File: config.mk
export PLATFORM = sky130hd
export DESIGN_NAME = low_power_mode_control
export DESIGN_NICKNAME = d
export VERILOG_FILES = /design/src/hdl/lpm_pkg.sv /design/src/hdl/low_power_mode_control.sv /design/src/hdl/lpm_pending.sv
export VERILOG_INCLUDE_DIRS = /design/src /design/src/hdl
export SDC_FILE = /design/constraint.sdc
export NUM_CORES = 1
export LEC_CHECK = 0
export ABC_AREA = 1
export BUFFER_PORTS_ARGS = -buffer_cell sky130_fd_sc_hd__buf_4
export CAP_MARGIN = 25
export CORE_MARGIN = 2
export CORE_UTILIZATION = 44
export CTS_CLUSTER_DIAMETER = 80
export DETAILED_ROUTE_END_ITERATION = 8
export PLACE_DENSITY = 0.73
export SLEW_MARGIN = 0
export SYNTH_ARGS = -nofsm -noshare
export SYNTH_HDL_FRONTEND = slang
export SYNTH_SLANG_ARGS = --single-unit
File: constraint.sdc
create_clock -name i_core_clk -period 1.5 [get_ports i_core_clk]
set_clock_uncertainty 0.05 [all_clocks]
set_input_delay 0.225 -clock i_core_clk [delete_from_list [all_inputs] [get_ports i_core_clk]]
set_output_delay 0.225 -clock i_core_clk [all_outputs]
set_load 0.02 [all_outputs]
File: src/hdl/lpm_map.svh
// constants for the low-power mode controller
`ifndef LPM_MAP_SVH
`define LPM_MAP_SVH
`define LPM_SEL_CLKSTOP 2'h0
`define LPM_SEL_STANDBY 2'h1
`define LPM_SEL_DEEP 2'h2
`define LPM_WAKE_CYCLES 4'h4
`endif

File: src/hdl/lpm_pkg.sv
// types for the low-power mode controller
package lpm_pkg;
  typedef enum logic [2:0] {st_run, st_clkstop, st_standby, st_deep, st_wake} lpm_state_t;
endpackage : lpm_pkg
File: src/hdl/low_power_mode_control.sv
// low-power mode controller: clock stop, standby and deep standby
`timescale 1ns/1ps
`include "lpm_map.svh"
module low_power_mode_control
  import lpm_pkg::*;
(
  input wire logic i_core_clk,
  input wire logic i_nrst,
  input wire logic [1:0] i_mode_select,
  input wire logic i_standby_instr,
  input wire logic i_wake_irq,
  input wire logic i_port_output_enable_event,
  input wire logic i_event_irq_en,
  input wire logic i_event_flag_clear,
  input wire logic i_independent_watchdog_enable,
  input wire logic i_port_output_enable_unit_enable,
  input wire logic i_timer_enable,
  input wire logic i_vdet_enable,
  input wire logic i_oscillator_enable,
  output logic o_cpu_run,
  output logic o_oscillators_run,
  output logic o_pll_run,
  output logic o_system_watchdog_run,
  output logic o_independent_watchdog_run,
  output logic o_port_output_enable_unit_run,
  output logic o_eight_bit_timer_run,
  output logic o_usb_host_function_module_run,
  output logic o_peripheral_run,
  output logic o_voltage_detector_run,
  output logic o_por_run,
  output logic o_core_power,
  output logic o_port_hold,
  output logic o_wake_interrupt,
  output logic o_wake_reset,
  output logic o_port_output_enable_interrupt
);
  typedef struct packed {
    lpm_state_t state;
    logic [3:0] wake_cnt;
    logic wake_reset_pending;
    logic cpu_run;
    logic osc_run;
    logic pll_run;
    logic wdt_run;
    logic indep_wdt_run;
    logic poeu_run;
    logic timer_run;
    logic usb_run;
    logic per_run;
    logic vdet_run;
    logic core_power;
    logic port_hold;
    logic wake_int;
    logic wake_rst;
    logic event_int;
  } ctl_t;
  ctl_t cur;
  ctl_t next_cur;
  logic event_flag;
  logic event_in_clkstop;
  logic event_raise;
  // the flag is kept through clock stop and cleared only by i_event_flag_clear or by reset
  assign event_in_clkstop = i_port_output_enable_event && i_event_irq_en && cur.state == st_clkstop &&
    i_port_output_enable_unit_enable;
  assign event_raise = cur.state == st_run && event_flag && !cur.event_int;
  lpm_pending u_event_pending (
    .i_core_clk(i_core_clk),
    .i_nrst(i_nrst),
    .i_set(event_in_clkstop),
    .i_clear(i_event_flag_clear),
    .o_flag(event_flag)
  );
  always_comb
  begin
    next_cur = cur;
    next_cur.wake_int = 1'b0;
    next_cur.wake_rst = 1'b0;
    next_cur.event_int = event_raise;
    case (cur.state)
      st_run:
      begin
        if (i_standby_instr)
        begin
          case (i_mode_select)
            `LPM_SEL_CLKSTOP: next_cur.state = st_clkstop;
            `LPM_SEL_STANDBY: next_cur.state = st_standby;
            `LPM_SEL_DEEP: next_cur.state = st_deep;
            default: next_cur.state = st_run;
          endcase
        end
      end
      st_clkstop:
      begin
        // the port output enable event alone never ends clock stop
        if (i_wake_irq)
        begin
          next_cur.state = st_wake;
          next_cur.wake_cnt = `LPM_WAKE_CYCLES;
          next_cur.wake_reset_pending = 1'b0;
        end
      end
      st_standby:
      begin
        if (i_wake_irq)
        begin
          next_cur.state = st_wake;
          next_cur.wake_cnt = `LPM_WAKE_CYCLES;
          next_cur.wake_reset_pending = 1'b0;
        end
      end
      st_deep:
      begin
        if (i_wake_irq)
        begin
          next_cur.state = st_wake;
          next_cur.wake_cnt = `LPM_WAKE_CYCLES;
          next_cur.wake_reset_pending = 1'b1;
        end
      end
      st_wake:
      begin
        // short settle so oscillators are up before the cpu resumes
        if (cur.wake_cnt == 4'h0)
        begin
          next_cur.state = st_run;
          next_cur.wake_int = !cur.wake_reset_pending;
          next_cur.wake_rst = cur.wake_reset_pending;
        end
        else
          next_cur.wake_cnt = cur.wake_cnt - 4'h1;
      end
      default: next_cur.state = st_run;
    endcase
    // module states follow the state being entered
    next_cur.vdet_run = i_vdet_enable;
    case (next_cur.state)
      st_clkstop:
      begin
        next_cur.cpu_run = 1'b0;
        next_cur.osc_run = i_oscillator_enable;
        next_cur.pll_run = i_oscillator_enable;
        next_cur.wdt_run = 1'b0;
        next_cur.indep_wdt_run = i_independent_watchdog_enable;
        next_cur.poeu_run = i_port_output_enable_unit_enable;
        next_cur.timer_run = i_timer_enable;
        next_cur.usb_run = 1'b0;
        next_cur.per_run = 1'b0;
        next_cur.core_power = 1'b1;
        next_cur.port_hold = 1'b1;
      end
      st_standby:
      begin
        next_cur.cpu_run = 1'b0;
        next_cur.osc_run = 1'b0;
        next_cur.pll_run = 1'b0;
        next_cur.wdt_run = 1'b0;
        next_cur.indep_wdt_run = i_independent_watchdog_enable;
        next_cur.poeu_run = 1'b0;
        next_cur.timer_run = 1'b0;
        next_cur.usb_run = 1'b0;
        next_cur.per_run = 1'b0;
        next_cur.core_power = 1'b1;
        next_cur.port_hold = 1'b1;
      end
      st_deep:
      begin
        next_cur.cpu_run = 1'b0;
        next_cur.osc_run = 1'b0;
        next_cur.pll_run = 1'b0;
        next_cur.wdt_run = 1'b0;
        next_cur.indep_wdt_run = 1'b0;
        next_cur.poeu_run = 1'b0;
        next_cur.timer_run = 1'b0;
        next_cur.usb_run = 1'b0;
        next_cur.per_run = 1'b0;
        next_cur.core_power = 1'b0;
        next_cur.port_hold = 1'b1;
      end
      st_wake:
      begin
        // clocks restart and core power returns, other modules keep their sleep-mode state until resume
        next_cur.osc_run = 1'b1;
        next_cur.pll_run = 1'b1;
        next_cur.core_power = 1'b1;
      end
      default:
      begin
        next_cur.cpu_run = 1'b1;
        next_cur.osc_run = 1'b1;
        next_cur.pll_run = 1'b1;
        next_cur.wdt_run = 1'b1;
        next_cur.indep_wdt_run = i_independent_watchdog_enable;
        next_cur.poeu_run = i_port_output_enable_unit_enable;
        next_cur.timer_run = i_timer_enable;
        next_cur.usb_run = 1'b1;
        next_cur.per_run = 1'b1;
        next_cur.core_power = 1'b1;
        next_cur.port_hold = 1'b0;
      end
    endcase
  end
  always_ff @(posedge i_core_clk or negedge i_nrst)
  begin
    if (!i_nrst)
    begin
      cur <= '0;
      cur.state <= st_run;
      cur.core_power <= 1'b1;
    end
    else
      cur <= next_cur;
  end
  assign o_cpu_run = cur.cpu_run;
  assign o_oscillators_run = cur.osc_run;
  assign o_pll_run = cur.pll_run;
  assign o_system_watchdog_run = cur.wdt_run;
  assign o_independent_watchdog_run = cur.indep_wdt_run;
  assign o_port_output_enable_unit_run = cur.poeu_run;
  assign o_eight_bit_timer_run = cur.timer_run;
  assign o_usb_host_function_module_run = cur.usb_run;
  assign o_peripheral_run = cur.per_run;
  assign o_voltage_detector_run = cur.vdet_run;
  // power-on reset circuit is never switched off
  assign o_por_run = 1'b1;
  assign o_core_power = cur.core_power;
  assign o_port_hold = cur.port_hold;
  assign o_wake_interrupt = cur.wake_int;
  assign o_wake_reset = cur.wake_rst;
  assign o_port_output_enable_interrupt = cur.event_int;

  standby_halt_a: assert property (@(posedge i_core_clk) disable iff (!i_nrst)
    cur.state == st_standby |-> !o_oscillators_run && !o_pll_run && !o_usb_host_function_module_run)
    else $error("oscillator or usb running in standby");
  deep_unpowered_a: assert property (@(posedge i_core_clk) disable iff (!i_nrst)
    cur.state == st_deep |-> !o_core_power && o_port_hold && !o_eight_bit_timer_run)
    else $error("core powered in deep standby");
  clkstop_hold_a: assert property (@(posedge i_core_clk) disable iff (!i_nrst)
    cur.state == st_clkstop |-> !o_system_watchdog_run && !o_peripheral_run && o_port_hold)
    else $error("clock stop did not halt modules");
  event_no_wake_a: assert property (@(posedge i_core_clk) disable iff (!i_nrst)
    cur.state == st_clkstop && !i_wake_irq |=> cur.state == st_clkstop)
    else $error("clock stop left without wake");
  event_flag_kept_a: assert property (@(posedge i_core_clk) disable iff (!i_nrst)
    event_in_clkstop |=> event_flag)
    else $error("event flag not set");
  event_after_a: assert property (@(posedge i_core_clk) disable iff (!i_nrst)
    event_flag && cur.state == st_wake && !i_event_flag_clear ##1
    cur.state == st_run && !i_event_flag_clear |=> o_port_output_enable_interrupt)
    else $error("pending event not raised");
  deep_reset_a: assert property (@(posedge i_core_clk) disable iff (!i_nrst)
    cur.state == st_deep && i_wake_irq |-> ##6 o_wake_reset)
    else $error("deep wake without reset");
  select_a: assert property (@(posedge i_core_clk) disable iff (!i_nrst)
    cur.state == st_run && i_standby_instr && i_mode_select == `LPM_SEL_STANDBY |=> cur.state == st_standby)
    else $error("mode selection ignored");
endmodule : low_power_mode_control

File: src/hdl/lpm_pending.sv
// sticky pending flag for the port output enable event
`timescale 1ns/1ps
module lpm_pending (
  input wire logic i_core_clk,
  input wire logic i_nrst,
  input wire logic i_set,
  input wire logic i_clear,
  output logic o_flag
);
  typedef struct packed {
    logic flag;
  } pend_t;
  pend_t cur;
  pend_t next_cur;
  always_comb
  begin
    next_cur = cur;
    // set wins over a clear in the same cycle
    if (i_set)
      next_cur.flag = 1'b1;
    else if (i_clear)
      next_cur.flag = 1'b0;
  end
  always_ff @(posedge i_core_clk or negedge i_nrst)
  begin
    if (!i_nrst)
      cur <= '0;
    else
      cur <= next_cur;
  end
  assign o_flag = cur.flag;
endmodule : lpm_pending

# Yosys cells after proc, flatten, opt, wreduce, memory -nomap -nowiden
# Index checks and enable logic that the tools add are counted.
[word_totals]
elab_cells = 69
inputBits = 14
regBits = 24
[op_classes]
n_addsub = 1
reduce_logical = 18
eq_ne = 13
mux = 18
[ops]
columns = ["op", "n"]
rows = [
  ["$pmux W6 S4", 1],
  ["$mux W8", 2],
  ["$eq A3 B2 Y1 const B", 4],
  ["$pmux W3 S4", 1],
  ["$pmux W4 S3", 1],
  ["$eq A3 B1 Y1 const B", 2],
  ["$eq A3 B3 Y1 const B", 2],
  ["$mux W3", 2],
  ["$pmux W1 S2", 3],
  ["$pmux W2 S3", 1],
  ["$logic_and A1 B1 Y1", 5],
  ["$logic_not A4 Y1", 1],
  ["$mux W2", 2],
  ["$mux W4", 1],
  ["$ne A2 B2 Y1 const B", 2],
  ["$pmux W2 S2", 1],
  ["$reduce_and A4 Y1", 1],
  ["$reduce_bool A2 Y1", 2],
  ["$reduce_or A2 Y1", 2],
  ["$sub A4 B1 Y4 const B", 1],
  ["$logic_not A3 Y1", 1],
  ["$mux W1", 3],
  ["$reduce_and A3 Y1", 1],
  ["$reduce_bool A3 Y1", 1],
  ["6 further kinds", 7],
]

# Longest topological paths before layout
[depth]
word_depth = 7
mapped_depth = 11

# Hierarchy
# Synthesis repeated with hierarchy kept, for this count alone.
[unflattened]
cells_unflattened = 106
area_unflattened_um2 = 982.2
[modules_own_cells]
columns = ["module", "seq_area_each_um2", "area_per_inst_um2", "cells_each", "instances"]
rows = [
  ["low_power_mode_control", 476.7, 942.2, 101, 1],
  ["lpm_pending", 25.0, 40.0, 5, 1],
]

# Worst setup path after synthesis
# No wires, ideal clock.
[synth_path]
kind = "register -> register"
from = "register cur[16] (netlist name)"
to = "register cur[18] (netlist name)"
n_path_buf = 1
path_stages_with_launch = 11
arrival_ns = 1.279
slack_ns = 0.054
synth_period_minus_slack_ns = 1.446
setup_ns = 0.117
path_cell_list = "dfrtp_1 -> inv_1 -> ha_1 -> inv_1 -> nor2_1 -> nand2_1 -> nand2_4 -> nand2_4 -> buf_8 -> nand2_1 -> o21ai_2"
[synth_via]
elab_chain_len = 3
word_cells_on_any_way = 6
classes_between = "add/sub (1); eq/ne (1); mux (2); reduce/logical (2)"
[synth_rtl]
columns = ["element", "line_no", "text"]
rows = [
  ["from (decl)", "low_power_mode_control.sv:57", "ctl_t cur;"],
  ["from (signal assigned)", "low_power_mode_control.sv:211", "cur <= next_cur;"],
  ["$sub A4 B1 Y4 / $logic_not A4 Y1 (equally long branches)", "low_power_mode_control.sv:130, low_power_mode_control.sv:123", ""],
  ["$mux W4 / $ne A2 B2 Y1 (equally long branches)", "-", ""],
  ["$pmux W4 S3 / $reduce_and A4 Y1 (equally long branches)", "-", ""],
]
# Parallel ways exist; a longest one is shown, timed or not. The select of a mux whose other input is x is not followed.
# A chain may end at the register's enable or synchronous reset.

# Worst setup path in the final report
[layout_path]
from = "register cur[16] (netlist name)"
to = "register cur[19] (netlist name)"
# Same word-level chain as after synthesis.

==> results.sh <==
export IMPL_outcome="finished, final reports clean"
export IMPL_dp_final_hpwl_um=1410
export IMPL_r2r_slack_ns=0.11
export IMPL_vias_per_cell=4.77
export IMPL_die_h_um=50.8
export IMPL_worstSetupEndpointType="flop"
export IMPL_antenna_found_initial=0
export IMPL_holdPathStages=2
export IMPL_fin_tns_setup_ns=0
export IMPL_finalCritPeriodShare_pct=92.6
export IMPL_crit_required_ns=1.65
export IMPL_cts_tree="done"
export IMPL_yosys_warnings=0
export IMPL_nets=151
export IMPL_area_growth_pct=31.7
export IMPL_wl_per_cell_um=11.5
export IMPL_critical_path_top_delay_family="simple AND/OR/NAND/NOR gates"
export IMPL_cpMaxStageDelayCell="dfrtp_1"
export IMPL_dp_cells=155
export IMPL_final_common_cell="buf_4"
export IMPL_synth_seq_cells=20
export IMPL_cts_sinks=20
export IMPL_htreeDepth=1
export IMPL_rsz0062_at_grt="false"
export IMPL_first_pass_iters=4
export IMPL_antennaDiodeCount=0
export IMPL_hold_violations=0
export IMPL_synthDistinctLibCells=26
export IMPL_seq_area_frac_synth_pct=52.1
export IMPL_critPathArrivalTime_ns=1.54
export IMPL_ff2ff_path_depth=11
export IMPL_regToRegEndpoint="cur[19]$_DFFE_PN0P_"
export IMPL_timing_rr_start="cur[16]$_DFFE_PN0P_"
export IMPL_root_buffer="clkbuf_4"
export IMPL_io_pins=30
export IMPL_fin_worst_hold_slack_ns=0.0337
export IMPL_largest_reg_flops=8
export IMPL_slew_violations=0
export IMPL_wl_um=1860
export IMPL_cp_buffers_inverters=2
export IMPL_core_sq_um=2020
export IMPL_syn_area_per_cell_sq_um=9.26
export IMPL_cap_violations=0
export IMPL_worstHoldStart="i_event_flag_clear"
export IMPL_grt_max_degree=21
export IMPL_grt_overflow_total=0
export IMPL_regMostFlops="cur"
export IMPL_clock_latency_ns=0.30
export IMPL_grt_pass1_vias=708
export IMPL_worstSetupStartpointType="flop"
export IMPL_instances_no_fill=162
export IMPL_globalplace_congestion=0.849
export IMPL_port_buffers=28
export IMPL_critPathKind="reg -> reg"
export IMPL_ant_nets=0
export IMPL_cts_buffer_depth=2
export IMPL_die_area_sq_um=2580
export IMPL_fp_row_count=16
export IMPL_die_w_um=50.8
export IMPL_final_cell_mix="buf_4 (30), dfrtp_1 (19), nand2_1 (18)"
export IMPL_p_leak_uw=0.000651
export IMPL_drive_gt1_share_pct=40.7
export IMPL_holdCritPathClass="in -> reg"
export IMPL_layout_min_cycle_time_ns=1.39
export IMPL_initial_core_util_pct=47.6
export IMPL_syn_inst=104
export IMPL_grt_usage_pct=15.5
export IMPL_via_count=773
export IMPL_first_iter_violations=8
export IMPL_syn_cell_area_sq_um=963
export IMPL_cp_max_fo=7
export IMPL_path_cells="inv_2, ha_4, inv_1, nor2_2, nand2_2, nand2_4, nand2_8, nand2_2, nand2_1, nand2_1, nor2_1"
export IMPL_hold_end="u_event_pending.o_flag$_DFFE_PN0P_"
export IMPL_grt_pass1_wl_um=2960
export IMPL_max_freq_ghz=0.720
export IMPL_syn_nets=119
export IMPL_cts_buffers=3
export IMPL_ir_worst_vdd_mv=1.04
export IMPL_p_per_area_nw_per_um2=2020
export IMPL_slowest_delay_ns=0.40
export IMPL_finalSetupViolCount=0
export IMPL_drc=0
export IMPL_clk_pin_slew_ns=0.11
## final cells by class
type / count / area (sq um)
well taps: 27 / 33.8
inverters: 17 / 63.8
flip-flops and latches: 20 / 502
repair buffers: 32 / 245
clock buffers: 4 / 36.3
multi-input cells: 62 / 388
fillers: 181 / 753
## through the flow
stage	util [%]	power [uW]	cell area [sq um]	setup WS [ns]
floorplan	-	1810	963	0.0537
global placement	57.9	2110	1170	0.0761
detailed placement	57.9	2150	1170	0.0496
CTS	60.6	2470	1230	0.0311
global route	62.7	2770	1270	0.00228
finish	62.7	2560	1270	0.110
## power breakdown
group / switching [uW] / leakage (uW) / internal, uW
clock: 162 / 0.0000210 / 148
combinational: 833 / 0.000378 / 554
sequential: 133 / 0.000253 / 733
## routing by layer
layer / wire length, um / part of all wire [%] / track usage, % / up-vias
li1: - / - / - / 386
met1: 841 / 45 / 20.9 / 358
met2: 901 / 49 / 23.9 / 27
met3: 97 / 5.2 / 4.46 / 2
met4: 17 / 0.92 / 5.41 / 0
met5: 0 / 0 / 0 / -
## cells by family (layout without fill, tap and decap cells)
kind of cell / after synthesis / in the layout / synth area share [%]
simple gates: 50 / 51 / 28.1
buf+inv: 23 / 53 / 12.1
flops: 20 / 20 / 52.1
compound gates: 9 / 9 / 6.10
fa+ha+maj: 1 / 1 / 1.30
other cells: 1 / 1 / 0.389
## cell usage after synthesis
cell type	n	share of area, %
nand2_2	1	0.65
ha_1	1	1.3
nor2_2	1	0.65
nor4_1	1	0.65
dfrtp_1	19	49
nand3b_1	1	0.78
nand3_1	6	3.1
nand2_1	19	7.4
inv_1	14	5.5
nor2_1	9	3.5
nor3_1	2	1.0
o21ai_0	3	1.6
buf_4	5	3.9
o21ai_1	1	0.52
nand3_2	2	2.1
nand2_4	3	3.5
nor2_8	1	2.1
dfstp_2	1	2.7
conb_1	1	0.39
nand4_1	4	2.6
o21ai_2	2	1.8
a21oi_1	1	0.52
buf_8	1	1.6
inv_2	3	1.2
o32ai_1	1	0.91
o21a_1	1	0.78
## worst register-to-register path: stages, from the launching register on
cell and delay (ns):
dfrtp_1 0.40, inv_2 0.08, ha_4 0.13, inv_1 0.04, nor2_2 0.12, nand2_2 0.08, nand2_4 0.11, nand2_8 0.07
nand2_2 0.07, nand2_1 0.04, nand2_1 0.06, nor2_1 0.04
## worst max-delay path by stage
stage                         from                   to  slack [ns]  cells past startpoint
6_report       cur[16]$_DFFE_PN0P_  cur[19]$_DFFE_PN0P_        0.11                     11
5_1_grt        cur[16]$_DFFE_PN0P_  cur[19]$_DFFE_PN0P_       0.002                     11
4_1_cts        cur[16]$_DFFE_PN0P_  cur[19]$_DFFE_PN0P_        0.03                     11
3_5_place_dp   cur[16]$_DFFE_PN0P_  cur[19]$_DFFE_PN0P_        0.05                     11
3_3_place_gp   cur[16]$_DFFE_PN0P_  cur[19]$_DFFE_PN0P_        0.08                     11
2_1_floorplan  cur[16]$_DFFE_PN0P_  cur[18]$_DFFE_PN0P_        0.05                     10
## what timing repair did
action                                  4_1_cts  5_1_grt
gates resized for setup                       0        8
endpoints found under the setup margin        0        6
hold buffers                                  2        0
endpoints found under the hold margin        21        0
setup buffers                                 0        0
Power figures use the tool's default switching activity.
